**src/core/sart_map.svh**
```systemverilog
`ifndef SART_MAP_SVH
`define SART_MAP_SVH

// register byte offsets on the wishbone bus
`define SART_ADR_ROUTE 4'h0
`define SART_ADR_STATUS 4'h4

// route register fields and reset value
`define SART_ROUTE_RST 16'h0000
`define SART_SEL_LSB 0
`define SART_SEL_MSB 3
`define SART_SRC_BIT 4
`define SART_SEL_OFF 4'h0

// status register fields
`define SART_ST_LEVEL_MSB 4
`define SART_ST_UNDERRUN 8
`define SART_ST_ACTIVE 9

// stream and tdm framing
`define SART_FRAME_W 59
`define SART_FIFO_DEPTH 16
`define SART_PORTS 4
`define SART_LAST_BIT 8'hff
`define SART_PAD 8'h00

`endif

```
**src/core/sart_pkg.sv**
```systemverilog
package sart_pkg;

  // one decoded receiver frame as it waits in the fifo
  typedef struct packed {
    logic [23:0] left_audio;
    logic [23:0] right_audio;
    logic [3:0] left_pvuc;
    logic [3:0] right_pvuc;
    logic compr_type;
    logic audio_type;
    logic block_start;
  } sart_frame_t;

  typedef enum logic [0:0] {
    SER_IDLE = 1'b0,
    SER_RUN = 1'b1
  } sart_ser_state_t;

endpackage

```
**src/core/sart_fifo.sv**
```systemverilog
`timescale 1ns/1ps
`default_nettype none
module sart_fifo
#(
  parameter int W = 8,
  parameter int D = 16
)
(
  // clock and reset
  input wire logic sys_clk,
  input wire logic resetn,
  input wire logic ce,
  // filling side
  input wire logic in_valid,
  output logic in_ready,
  input wire logic [W-1:0] in_data,
  // draining side
  output logic out_valid,
  input wire logic out_ready,
  output logic [W-1:0] out_data,
  // fill level
  output logic [$clog2(D):0] level
);
  localparam int AW = $clog2(D);
  localparam logic [AW:0] FULL = (AW+1)'(D);
  localparam logic [AW-1:0] LAST = (AW)'(D - 1);

  logic [W-1:0] mem [D];
  logic [AW-1:0] wptr, rptr, next_wptr, next_rptr;
  logic [AW:0] count, next_count;
  logic wr, rd;

  always_comb
  begin
    in_ready = (count != FULL);
    out_valid = (count != '0);
    wr = in_valid & in_ready;
    rd = out_valid & out_ready;
    next_wptr = wr ? ((wptr == LAST) ? '0 : wptr + 1'b1) : wptr;
    next_rptr = rd ? ((rptr == LAST) ? '0 : rptr + 1'b1) : rptr;
    next_count = count;
    if (wr && !rd)
      next_count = count + 1'b1;
    else if (rd && !wr)
      next_count = count - 1'b1;
  end

  always_ff @(posedge sys_clk or negedge resetn)
  begin
    if (!resetn)
    begin
      wptr <= '0;
      rptr <= '0;
      count <= '0;
    end
    else if (ce)
    begin
      wptr <= next_wptr;
      rptr <= next_rptr;
      count <= next_count;
    end
  end

  always_ff @(posedge sys_clk)
  begin
    if (ce && wr)
      mem[wptr] <= in_data;
  end

  assign out_data = mem[rptr];
  assign level = count;
endmodule
`default_nettype wire

```
**src/core/sart_tdm_ser.sv**
```systemverilog
`timescale 1ns/1ps
`default_nettype none
`include "sart_map.svh"
module sart_tdm_ser
(
  // clock and reset
  input wire logic sys_clk,
  input wire logic resetn,
  input wire logic ce,
  // selected serial clocks, as sampled events
  input wire logic bit_tick,
  input wire logic frame_lr,
  // frame source
  input wire logic word_valid,
  output logic word_ready,
  input wire sart_pkg::sart_frame_t word,
  // serial side
  output logic sd,
  output logic underrun_evt,
  output logic active
);
  sart_pkg::sart_ser_state_t state, next_state;
  sart_pkg::sart_frame_t cur, next_cur;
  logic [7:0] cnt, next_cnt;
  logic lr_prev, next_lr_prev, next_sd;

  // bit c of the 256-bit tdm8 frame, msb of slot 0 first
  function automatic logic tdm_bit(input sart_pkg::sart_frame_t w, input logic [7:0] c);
    logic [31:0] s;
    case (c[7:5])
      3'd0: s = {w.left_audio, `SART_PAD};
      3'd1: s = {20'h0, w.left_pvuc, `SART_PAD};
      3'd2: s = {22'h0, w.compr_type, w.audio_type, `SART_PAD};
      3'd4: s = {w.right_audio, `SART_PAD};
      3'd5: s = {20'h0, w.right_pvuc, `SART_PAD};
      3'd7: s = {23'h0, w.block_start, `SART_PAD};
      default: s = 32'h0000_0000;
    endcase
    tdm_bit = s[5'd31 - c[4:0]];
  endfunction

  always_comb
  begin
    next_state = state;
    next_cur = cur;
    next_cnt = cnt;
    next_lr_prev = lr_prev;
    next_sd = sd;
    word_ready = 1'b0;
    underrun_evt = 1'b0;
    if (bit_tick)
    begin
      next_lr_prev = frame_lr;
      if (frame_lr && !lr_prev)
      begin
        // an empty fifo at frame start sends a silent frame
        word_ready = word_valid;
        underrun_evt = !word_valid;
        next_cur = word_valid ? word : '0;
        next_cnt = 8'h00;
        next_state = sart_pkg::SER_RUN;
        next_sd = tdm_bit(next_cur, 8'h00);
      end
      else
      begin
        case (state)
          sart_pkg::SER_RUN:
          begin
            if (cnt == `SART_LAST_BIT)
            begin
              next_state = sart_pkg::SER_IDLE;
              next_sd = 1'b0;
            end
            else
            begin
              next_cnt = cnt + 1'b1;
              next_sd = tdm_bit(cur, next_cnt);
            end
          end
          default: next_sd = 1'b0;
        endcase
      end
    end
  end

  always_ff @(posedge sys_clk or negedge resetn)
  begin
    if (!resetn)
    begin
      state <= sart_pkg::SER_IDLE;
      cur <= '0;
      cnt <= 8'h00;
      lr_prev <= 1'b0;
      sd <= 1'b0;
    end
    else if (ce)
    begin
      state <= next_state;
      cur <= next_cur;
      cnt <= next_cnt;
      lr_prev <= next_lr_prev;
      sd <= next_sd;
    end
  end

  assign active = (state == sart_pkg::SER_RUN);
endmodule
`default_nettype wire

```
**src/core/sart_route.sv**
```systemverilog
// How it works
// Software must set the chosen serial output port as clock master so it drives its clocks.
// With the clock-source bit at 0 the chosen port's bit and frame clocks follow the recovered receiver clocks.
// With the clock-source bit (bit 4) at 1 the chosen port is clocked from the third clock generator.
// Software must set that generator's reference field to 1110 and its source bit to 1 before choosing it.
// The one-hot select field 0001, 0010, 0100, 1000 routes the stream to serial output 0, 1, 2 or 3.
// A select field of 0000, the reset value, sends the stream to no output at all.
// Slots 0 and 4 carry the 24 left or right audio bits and then eight zeros.
// Slots 1 and 5 carry 20 zeros, parity, validity, user and status bits, then eight zeros.
// Slot 2 carries 22 zeros, compression type, audio type, eight zeros; slots 3 and 6 are zero.
// Slot 7 carries 23 zeros, the block-start bit and eight zeros.
`timescale 1ns/1ps
`default_nettype none
`include "sart_map.svh"
module sart_route
(
  // clock and reset
  input wire logic sys_clk,
  input wire logic resetn,
  input wire logic ce,
  // wishbone register slave
  input wire logic [3:0] wb_adr_i,
  input wire logic [31:0] wb_dat_i,
  input wire logic [3:0] wb_sel_i,
  input wire logic wb_we_i,
  input wire logic wb_cyc_i,
  input wire logic wb_stb_i,
  output logic wb_ack_o,
  output logic [31:0] wb_dat_o,
  // decoded receiver stream, one word per frame
  input wire logic rx_valid,
  output logic rx_ready,
  input wire logic [23:0] rx_left_audio,
  input wire logic [23:0] rx_right_audio,
  input wire logic [3:0] rx_left_pvuc,
  input wire logic [3:0] rx_right_pvuc,
  input wire logic rx_compr_type,
  input wire logic rx_audio_type,
  input wire logic rx_block_start,
  // clock sources
  input wire logic rx_bclk,
  input wire logic rx_lrclk,
  input wire logic gen3_bclk,
  input wire logic gen3_lrclk,
  // serial output ports
  output logic [3:0] serial_data_output_n,
  output logic [3:0] serial_bit_clock_output_n,
  output logic [3:0] serial_frame_clock_output_n
);
  logic [15:0] receiver_aux_tdm_route, next_route;
  logic underrun, next_underrun;
  logic ack, next_ack;
  logic [31:0] rdat, next_rdat;
  logic req, wr_route, wr_status;
  logic [3:0] aux_stream_port_select;
  logic aux_stream_clock_source;
  logic sel_bclk, sel_lrclk, bclk_q, next_bclk_q, lrclk_q, next_lrclk_q, bit_tick;
  logic [3:0] port_en, next_sdo, next_bco, next_fco;
  sart_pkg::sart_frame_t in_word, out_word;
  logic out_valid, out_ready, ser_sd, underrun_evt, ser_active;
  logic [4:0] level;

  assign aux_stream_port_select = receiver_aux_tdm_route[`SART_SEL_MSB:`SART_SEL_LSB];
  assign aux_stream_clock_source = receiver_aux_tdm_route[`SART_SRC_BIT];

  // register slave: ack one cycle after the request, unmapped reads give zero
  always_comb
  begin
    req = wb_cyc_i & wb_stb_i & ~ack;
    wr_route = req & wb_we_i & (wb_adr_i == `SART_ADR_ROUTE);
    wr_status = req & wb_we_i & (wb_adr_i == `SART_ADR_STATUS);
    next_ack = req;
    next_route = receiver_aux_tdm_route;
    if (wr_route && wb_sel_i[0])
      next_route[7:0] = wb_dat_i[7:0];
    if (wr_route && wb_sel_i[1])
      next_route[15:8] = wb_dat_i[15:8];
    // a new underrun wins over a clear in the same cycle
    next_underrun = underrun_evt |
      (underrun & ~(wr_status & wb_sel_i[1] & wb_dat_i[`SART_ST_UNDERRUN]));
    next_rdat = rdat;
    if (req && !wb_we_i)
    begin
      case (wb_adr_i)
        `SART_ADR_ROUTE: next_rdat = {16'h0000, receiver_aux_tdm_route};
        `SART_ADR_STATUS: next_rdat = {22'h00_0000, ser_active, underrun, 3'h0, level};
        default: next_rdat = 32'h0000_0000;
      endcase
    end
  end

  always_ff @(posedge sys_clk or negedge resetn)
  begin
    if (!resetn)
    begin
      receiver_aux_tdm_route <= `SART_ROUTE_RST;
      underrun <= 1'b0;
      ack <= 1'b0;
      rdat <= 32'h0000_0000;
    end
    else if (ce)
    begin
      receiver_aux_tdm_route <= next_route;
      underrun <= next_underrun;
      ack <= next_ack;
      rdat <= next_rdat;
    end
  end

  assign wb_ack_o = ack;
  assign wb_dat_o = rdat;

  // clock source select; both sources are sampled as synchronous levels
  always_comb
  begin
    sel_bclk = aux_stream_clock_source ? gen3_bclk : rx_bclk;
    sel_lrclk = aux_stream_clock_source ? gen3_lrclk : rx_lrclk;
    next_bclk_q = sel_bclk;
    next_lrclk_q = sel_lrclk;
    bit_tick = bclk_q & ~sel_bclk;
  end

  always_ff @(posedge sys_clk or negedge resetn)
  begin
    if (!resetn)
    begin
      bclk_q <= 1'b0;
      lrclk_q <= 1'b0;
    end
    else if (ce)
    begin
      bclk_q <= next_bclk_q;
      lrclk_q <= next_lrclk_q;
    end
  end

  assign in_word = '{left_audio: rx_left_audio, right_audio: rx_right_audio,
    left_pvuc: rx_left_pvuc, right_pvuc: rx_right_pvuc, compr_type: rx_compr_type,
    audio_type: rx_audio_type, block_start: rx_block_start};

  sart_fifo #(.W(`SART_FRAME_W), .D(`SART_FIFO_DEPTH)) u_fifo
  (
    .sys_clk(sys_clk),
    .resetn(resetn),
    .ce(ce),
    .in_valid(rx_valid),
    .in_ready(rx_ready),
    .in_data(in_word),
    .out_valid(out_valid),
    .out_ready(out_ready),
    .out_data(out_word),
    .level(level)
  );

  sart_tdm_ser u_ser
  (
    .sys_clk(sys_clk),
    .resetn(resetn),
    .ce(ce),
    .bit_tick(bit_tick),
    .frame_lr(lrclk_q),
    .word_valid(out_valid),
    .word_ready(out_ready),
    .word(out_word),
    .sd(ser_sd),
    .underrun_evt(underrun_evt),
    .active(ser_active)
  );

  // per-port routing; non one-hot codes other than the listed ones drive nothing
  genvar gi;
  generate
    for (gi = 0; gi < `SART_PORTS; gi++)
    begin : g_port
      assign port_en[gi] = (aux_stream_port_select == 4'(1 << gi));
      assign next_sdo[gi] = port_en[gi] & ser_sd;
      assign next_bco[gi] = port_en[gi] & sel_bclk;
      assign next_fco[gi] = port_en[gi] & sel_lrclk;
    end
  endgenerate

  // the port acts as clock master here, driving its own clocks
  always_ff @(posedge sys_clk or negedge resetn)
  begin
    if (!resetn)
    begin
      serial_data_output_n <= 4'h0;
      serial_bit_clock_output_n <= 4'h0;
      serial_frame_clock_output_n <= 4'h0;
    end
    else if (ce)
    begin
      serial_data_output_n <= next_sdo;
      serial_bit_clock_output_n <= next_bco;
      serial_frame_clock_output_n <= next_fco;
    end
  end
endmodule
`default_nettype wire

```
**config.mk**
```make
export PLATFORM = sky130hd
export DESIGN_NAME = sart_route
export DESIGN_NICKNAME = d
export VERILOG_FILES = /design/src/core/sart_pkg.sv /design/src/core/sart_fifo.sv /design/src/core/sart_tdm_ser.sv /design/src/core/sart_route.sv
export VERILOG_INCLUDE_DIRS = /design/src /design/src/core
export SDC_FILE = /design/constraint.sdc
export NUM_CORES = 1
export LEC_CHECK = 0
export BUFFER_PORTS_ARGS = -buffer_cell sky130_fd_sc_hd__buf_2
export CAP_MARGIN = 20
export CORE_MARGIN = 3
export CORE_UTILIZATION = 35
export CTS_CLUSTER_DIAMETER = 30
export DETAILED_ROUTE_END_ITERATION = 16
export SLEW_MARGIN = 0
export SYNTH_ARGS = -nofsm -noshare
export SYNTH_HDL_FRONTEND = slang
export SYNTH_SLANG_ARGS = --single-unit
```
**constraint.sdc**
```tcl
create_clock -name sys_clk -period 5.7 [get_ports sys_clk]
set_input_delay 0.855 -clock sys_clk [delete_from_list [all_inputs] [get_ports sys_clk]]
set_output_delay 0.855 -clock sys_clk [all_outputs]
set_load 0.05 [all_outputs]
```
---- Word-level counts from Yosys, hierarchy flattened ----
Memory sizes are Yosys's and may differ from the RTL's.
Cells that the tools add are included.
storage, ports and cells
  flip-flop bits (word level) ............. 147
  RAM bits ................................ 944
  bits of input ports ..................... 110
  output and inout port bits .............. 46
  word-level logic and storage cells ...... 130
  memories kept ........................... 1
cells by class
  $add $sub $neg .......................... 6
  $lt $le $gt $ge ......................... 1
  eq/ne operators ......................... 15
  muxes and demuxes ....................... 30
  bitwise logic cells ..................... 27
  reductions and logical operators ........ 26
memory list
  name        words  bits a word  read ports  clocked after Yosys merged registers in  wr ports  line             text
  u_fifo.mem  16     59           1           0                                        1         sart_fifo.sv:28  logic [W-1:0] mem [D];
operators with widths
  operator                                                                number
  32-bit one-hot mux with 6 select lines                                  1
  32-bit 2-to-1 mux                                                       4
  59-bit 2-to-1 mux                                                       1
  16-bit one-hot mux with 2 select lines                                  1
  8-bit 2-to-1 mux                                                        3
  1-bit AND                                                               23
  1-bit 2-to-1 mux                                                        15
  2-bit AND reduction                                                     7
  4-bit equality test (second input constant)                             3
  5-bit 2-to-1 mux                                                        2
  3-bit equality test (second input constant)                             3
  4-bit by 1-bit adder with 4-bit output (second input constant)          2
  8-bit by 1-bit adder with 8-bit output (second input constant)          1
  4-bit by 3-bit equality test with 1-bit output (second input constant)  2
  8-bit equality test (second input constant)                             1
  4-bit 2-to-1 mux                                                        2
  1-bit logical AND                                                       7
  5-bit by 6-bit < comparator with 1-bit output (second input constant)   1
  5-bit by 1-bit adder with 5-bit output (second input constant)          1
  1-bit binary-select mux with 5-bit select                               1
  1-bit logical NOT                                                       5
  5-bit != test (second input constant)                                   1
  5-bit nonzero test                                                      1
  5-bit by 1-bit subtractor with 5-bit output (second input constant)     1
  other kinds (13)                                                        16

---- Logic depth before layout (Yosys ltp) ----
  word-level depth ........................ 12
  gate-level depth with buffers ........... 12
  mapped depth without buffers ............ 12

---- By module ----
Synthesis repeated with hierarchy kept, for this count alone.
second synthesis, totals
  cell total of the unflattened synthesis .. 2361
  area total of the unflattened synthesis .. 43078.8 um^2
by module, submodules not included
  module        times used  cells an instance  area an instance (um^2)  sequential area each (um^2)
  sart_fifo     1           1673               36926.7                  28672.5
  sart_tdm_ser  1           496                4016.4                   1751.7
  sart_route    1           192                2135.8                   1201.2

---- Worst setup path after synthesis ----
No wires, ideal clock.
  path kind ............................... register to register
  start ................................... register u_fifo.count[0] (netlist: u_fifo.level[0])
  end ..................................... memory u_fifo.mem[7][0] (netlist bit), enable pin
  setup time .............................. 561 ps
  arrival ................................. 5620 ps
  required time ........................... 5139 ps
  setup slack ............................. -480 ps
  cell stages (with the launch flop) ...... 6
  path buffers ............................ 0
  clock period less this slack ............ 6180 ps
  path through ............................ dfrtp_1 > nor4_1 > nand2_1 > and3_1 > nand2_1 > nor3b_1
on the way
  longest elaborated chain between the ends .. 5
ends and longest elaborated chain
  element                                 line              text
  start, declared                         sart_fifo.sv:30   logic [AW:0] count, next_count;
  start signal, assigned                  sart_fifo.sv:60   count <= next_count;
  5-bit != test                           sart_fifo.sv:35   in_ready = (count != FULL);
  via rx_ready                            sart_route.sv:32  output logic rx_ready,
  1-bit AND                               sart_fifo.sv:37   wr = in_valid & in_ready;
  1-bit logical AND                       sart_fifo.sv:66   if (ce && wr)
  1-bit 2-to-1 mux                        sart_fifo.sv:66
  1-bit 2-to-1 mux (not written as such)  sart_fifo.sv:67   mem[wptr] <= in_data;
  end, declared                           sart_fifo.sv:28
The timed path passes the listed nets, and every way through them passes these cells.

---- Final worst setup path ----
  start ................................... register u_ser.cnt[0]
  end ..................................... register u_ser.sd
on the way
  longest elaborated chain between the ends .. 12
  elaborated cells on any way between the ends .. 19
  those cells by class .................... 2 x add/sub; 6 x eq/ne; 10 x mux; 1 x reduce/logical
ends and longest elaborated chain
  element                                      line                 text
  start, declared                              sart_tdm_ser.sv:24   logic [7:0] cnt, next_cnt;
  start signal, assigned                       sart_tdm_ser.sv:100  cnt <= next_cnt;
  8-bit by 1-bit adder with 8-bit output       sart_tdm_ser.sv:76   next_cnt = cnt + 1'b1;
  3-bit equality test (tied with other cells)  sart_tdm_ser.sv:30   case (c[7:5])
  32-bit one-hot mux with 6 select lines       sart_tdm_ser.sv:30
  32-bit 2-to-1 mux                            sart_tdm_ser.sv:69   if (cnt == `SART_LAST_BIT)
  32-bit 2-to-1 mux                            sart_tdm_ser.sv:66   case (state)
  32-bit 2-to-1 mux                            sart_tdm_ser.sv:54   if (frame_lr && !lr_prev)
  32-bit 2-to-1 mux                            sart_tdm_ser.sv:51   if (bit_tick)
  1-bit binary-select mux with 5-bit select    sart_tdm_ser.sv:39   tdm_bit = s[5'd31 - c[4:0]];
  1-bit 2-to-1 mux (not written as such)       sart_tdm_ser.sv:39
  1-bit 2-to-1 mux *                           sart_tdm_ser.sv:69
  1-bit 2-to-1 mux *                           sart_tdm_ser.sv:66
  1-bit 2-to-1 mux *                           sart_tdm_ser.sv:54
  end signal, assigned                         sart_tdm_ser.sv:102  sd <= next_sd;
  end, declared                                sart_tdm_ser.sv:18   output logic sd,
Mark *: on every way between the ends. The rest lies on a longest branch, timed or not. The select of a mux whose other input is x is not followed.
A chain may end at the register's enable or synchronous reset.

==> impl_summary.txt <==
----------------------------------------------------
[Yosys]
  Netlist area before placement ... between 40,000 and 50,000 um^2
  Mean instance size in the synthesized netlist ... 21.3 um^2
  Post-synth EDFFs ... 944
  Most frequent cells after synthesis ... sky130_fd_sc_hd__edfxtp_1 (944), sky130_fd_sc_hd__mux4_2 (295), sky130_fd_sc_hd__dfrtp_1 (131), sky130_fd_sc_hd__clkbuf_1 (70), sky130_fd_sc_hd__a22o_1 (67)
  Distinct cells, synth ... 75
  Synthesized instance count ... 1,976
  Cell type contributing the most total cell area after synthesis ... sky130_fd_sc_hd__edfxtp_1
  Dominant register cell in the synthesized netlist ... sky130_fd_sc_hd__edfxtp_1
  Most common cell in the netlist ... sky130_fd_sc_hd__edfxtp_1
  Most area-consuming cells after synthesis ... sky130_fd_sc_hd__edfxtp_1 (67%), sky130_fd_sc_hd__mux4_2 (16%), sky130_fd_sc_hd__dfrtp_1 (7.8%)
  Yosys warning total ... 0
  Yosys top cell area share ... 0.674
  Share of synthesized flip-flops with an asynchronous set or reset ... 0.122
  Sequential cell area fraction in the yosys report ... 0.752
  Flop and latch count out of synthesis ... about 1,100

[STA]
  Final Max Tran Viols ... 0
  Fin Setup TNS ... 0 ps
  Setup violators final ... 0
  Maximum clock frequency ... 284 MHz
  Final Hold Viols ... 0
  Worst-margin pin slew ... 1160 ps
  Fin crit period ... 3520 ps
  Worst-case clock skew ... 54.6 ps
  Relative slew margins ... 0.227
  RSZ-0062 raised after global routing ... false
  Period Utilization, post-route ... 0.618

[Worst setup path]
  Type of destination of the critical path ... flip-flop
  Terminus of the critical flop-to-flop path ... u_ser.sd
  Data required, critical path ... around 6400 ps
  Worst-path fanout max ... 21
  Source of the worst register-to-register timing path ... u_ser.cnt[0]
  Crit path DAT ... roughly 4200 ps
  Register-to-register path setup slack ... approximately 2200 ps
  Startpoint type of the worst setup path ... flip-flop
  Critical path class ... reg -> reg
  Cell depth of the worst flop-to-flop path ... 9

[Routing]
  Iteration-0 DRC Markers ... 1,960
  Post-DR wirelength/cell ... 24.2 um
  Vias after detailed routing ... around 21,000
  Final Routed Wirelength ... 96,900 um
  DR pass1 iterations ... 5
  Vias/cell ... 5.24
  Drc violations ... 0
  Antenna viol nets, final ... 0

[Global routing]
  Antenna violations before repair ... 13
  First-pass GRT wire length ... 146,000 um
  Total global routing overflow ... 0
  Largest net degree at the start of global routing ... 133
  Total global routing track utilization ... 0.156
  Number of global-route vias before repair ... 22,200

[Power]
  Leak Pwr ... 17.2 nW
  Share of power burned in combinational logic ... 0.175
  Worst ir drop on vdd ... 0.379 mV
  Share of total power consumed by net switching ... 0.262
  Clock network power share ... 0.455
  P_int ... 19.3 mW
  Register share of total power ... 0.370
  Net switching power ... 6.85 mW
  Pwr Density ... a little over 500 nW/um^2

[Placement]
  PortBufs ... 121
  RePlAce Congestion ... 0.873
  Final HPWL from detailed placement ... 51,800 um

[Clocking]
  Post-cts repair resize count ... 0
  Clock tree from TritonCTS ... yes
  Total number of H-tree levels ... 4
  Cell at the root of the clock tree ... sky130_fd_sc_hd__clkbuf_16
  Clk slew on worst S/H paths ... 50 ps
  Total setup buffers inserted after CTS ... 0
  Post-cts hold buffer count ... 0
  Total CTS buffers ... 199
  TritonCTS Sinks ... 1,075
  Deepest clock path buffer count ... 3
  Clock latency on the worst-skew pair ... around 770 ps

[Final layout]
  Final layout net count ... 2,346
  Syn-to-layout area delta ... 22.8%
  Fraction of layout cells with a size suffix above 1 ... 0.349
  Final cell utilization of the core ... 0.435

[Die]
  Vert. Die Dim ... ~350 um
  Die Wd ... 353 um
  Die outline area ... 124,000 um^2
  I/O pin cnt ... roughly 160
  Standard cell core area ... 119,000 um^2
  Starting Density ... 0.354
  Number of rows in the core area ... 126

[Worst hold path]
  Hold crit path type ... in -> async

[Outcome]
  Result of the run ... finished clean

[Job]
  Max-cap viol count ... 0

----------------------------------------------------
[worst max-delay path by stage]
stage / startpoint / endpoint / slack [ps] / cells past startpoint
CTS: u_ser.cnt[0] / u_ser.sd / 2280 / 9
floorplan: u_fifo.level[0] / u_fifo.mem[15][0] / 1420 / 5
finish: u_ser.cnt[0] / u_ser.sd / 2180 / 9
global route: u_ser.cnt[0] / u_ser.sd / 1860 / 9
detailed placement: ce / u_fifo.mem[5][49] / 2020 / 6
global placement: ce / u_fifo.mem[0][35] / 2150 / 4
[layer usage]
metal	routed length [um]	GRT usage	share of wire	up-vias
met2	47700	0.253	0.49	720
li1	-	-	-	8868
met1	41800	0.214	0.43	11200
met4	1620	0.0433	0.017	4
met5	34	0	0.00035	-
met3	5800	0.0343	0.060	148
[critical path, cell delays in order, from the launching register on]
cell                       delay, ps
sky130_fd_sc_hd__dfrtp_1         770
sky130_fd_sc_hd__ha_1            590
sky130_fd_sc_hd__nand3_1         380
sky130_fd_sc_hd__or3_1           530
sky130_fd_sc_hd__a21bo_2         220
sky130_fd_sc_hd__a22oi_1         250
sky130_fd_sc_hd__o41ai_1         130
sky130_fd_sc_hd__o221ai_1        200
sky130_fd_sc_hd__a211oi_1        100
sky130_fd_sc_hd__nor4_1          210
[sequential cells by signal, summed over array words and instances (netlist names)]
register and flops:
bclk_q 1, lrclk_q 1, receiver_aux_tdm_route 16, serial_bit_clock_output_n 4, serial_data_output_n 4, serial_frame_clock_output_n 4, u_fifo.level 5, u_fifo.mem 944
u_fifo.rptr 4, u_fifo.wptr 4, u_ser.active 1, u_ser.cnt 8, u_ser.cur 59, u_ser.lr_prev 1, u_ser.sd 1, underrun 1
wb_ack_o 1, wb_dat_o 16
[stage by stage]
step                      hold WS (ps)  setup WS [ps]  power (mW)  instance area (um^2)  cells
after floorplan                    448           1420        13.1                 42100   1991
after global placement             465           2150        14.4                 44600   3623
after detailed placement           471           2020        14.5                 44600   3623
after CTS                          162           2280        26.5                 51600   3994
after global routing               205           1860        27.2                 51600   3996
final                              157           2180        26.2                 51700   4000
[power by group through the flow]
stage | registers [mW] | logic [mW] | clock network, mW
after floorplan | 9.53 | 3.53 | 0
after global placement | 9.79 | 4.59 | 0
after detailed placement | 9.82 | 4.67 | 0
after CTS | 9.68 | 4.69 | 12.1
after global routing | 9.74 | 4.95 | 12.5
final | 9.68 | 4.59 | 11.9
[layout by cell type (no fill, tap or decap), drive strengths merged, types with 40 or more instances in the layout]
cell / n
clkbuf: 236
dfrtp: 131
nor2: 46
nand2: 44
clkinv: 64
edfxtp: 944
a22o: 67
mux4: 295
o21ai: 40
buf: 160
inv: 48
[logic make-up after synthesis]
| group | count (synthesis) | synth area share |
|---|---|---|
| flip-flops | 1075 | 0.752 |
| multiplexers | 326 | 0.166 |
| AO/OA/AOI/OAI | 206 | 0.0362 |
| AND/OR/NAND/NOR | 192 | 0.0240 |
| buffers and inverters | 153 | 0.0164 |
| XOR/XNOR | 12 | 0.00250 |
| adder cells (fa/ha/maj) | 11 | 0.00345 |
| other | 1 | 0.0000891 |
[area by class of cell]
type                    count  area [um^2]
fillers                  9993        67100
diodes                      5         12.5
clock buffers             236         5220
well taps                1600         2000
clock inverters           135         1790
multi-input cells         763         9910
repair buffers            160          987
flip-flops and latches   1075        31600
inverters                  26         97.6
(Power assumes the default switching activity.)
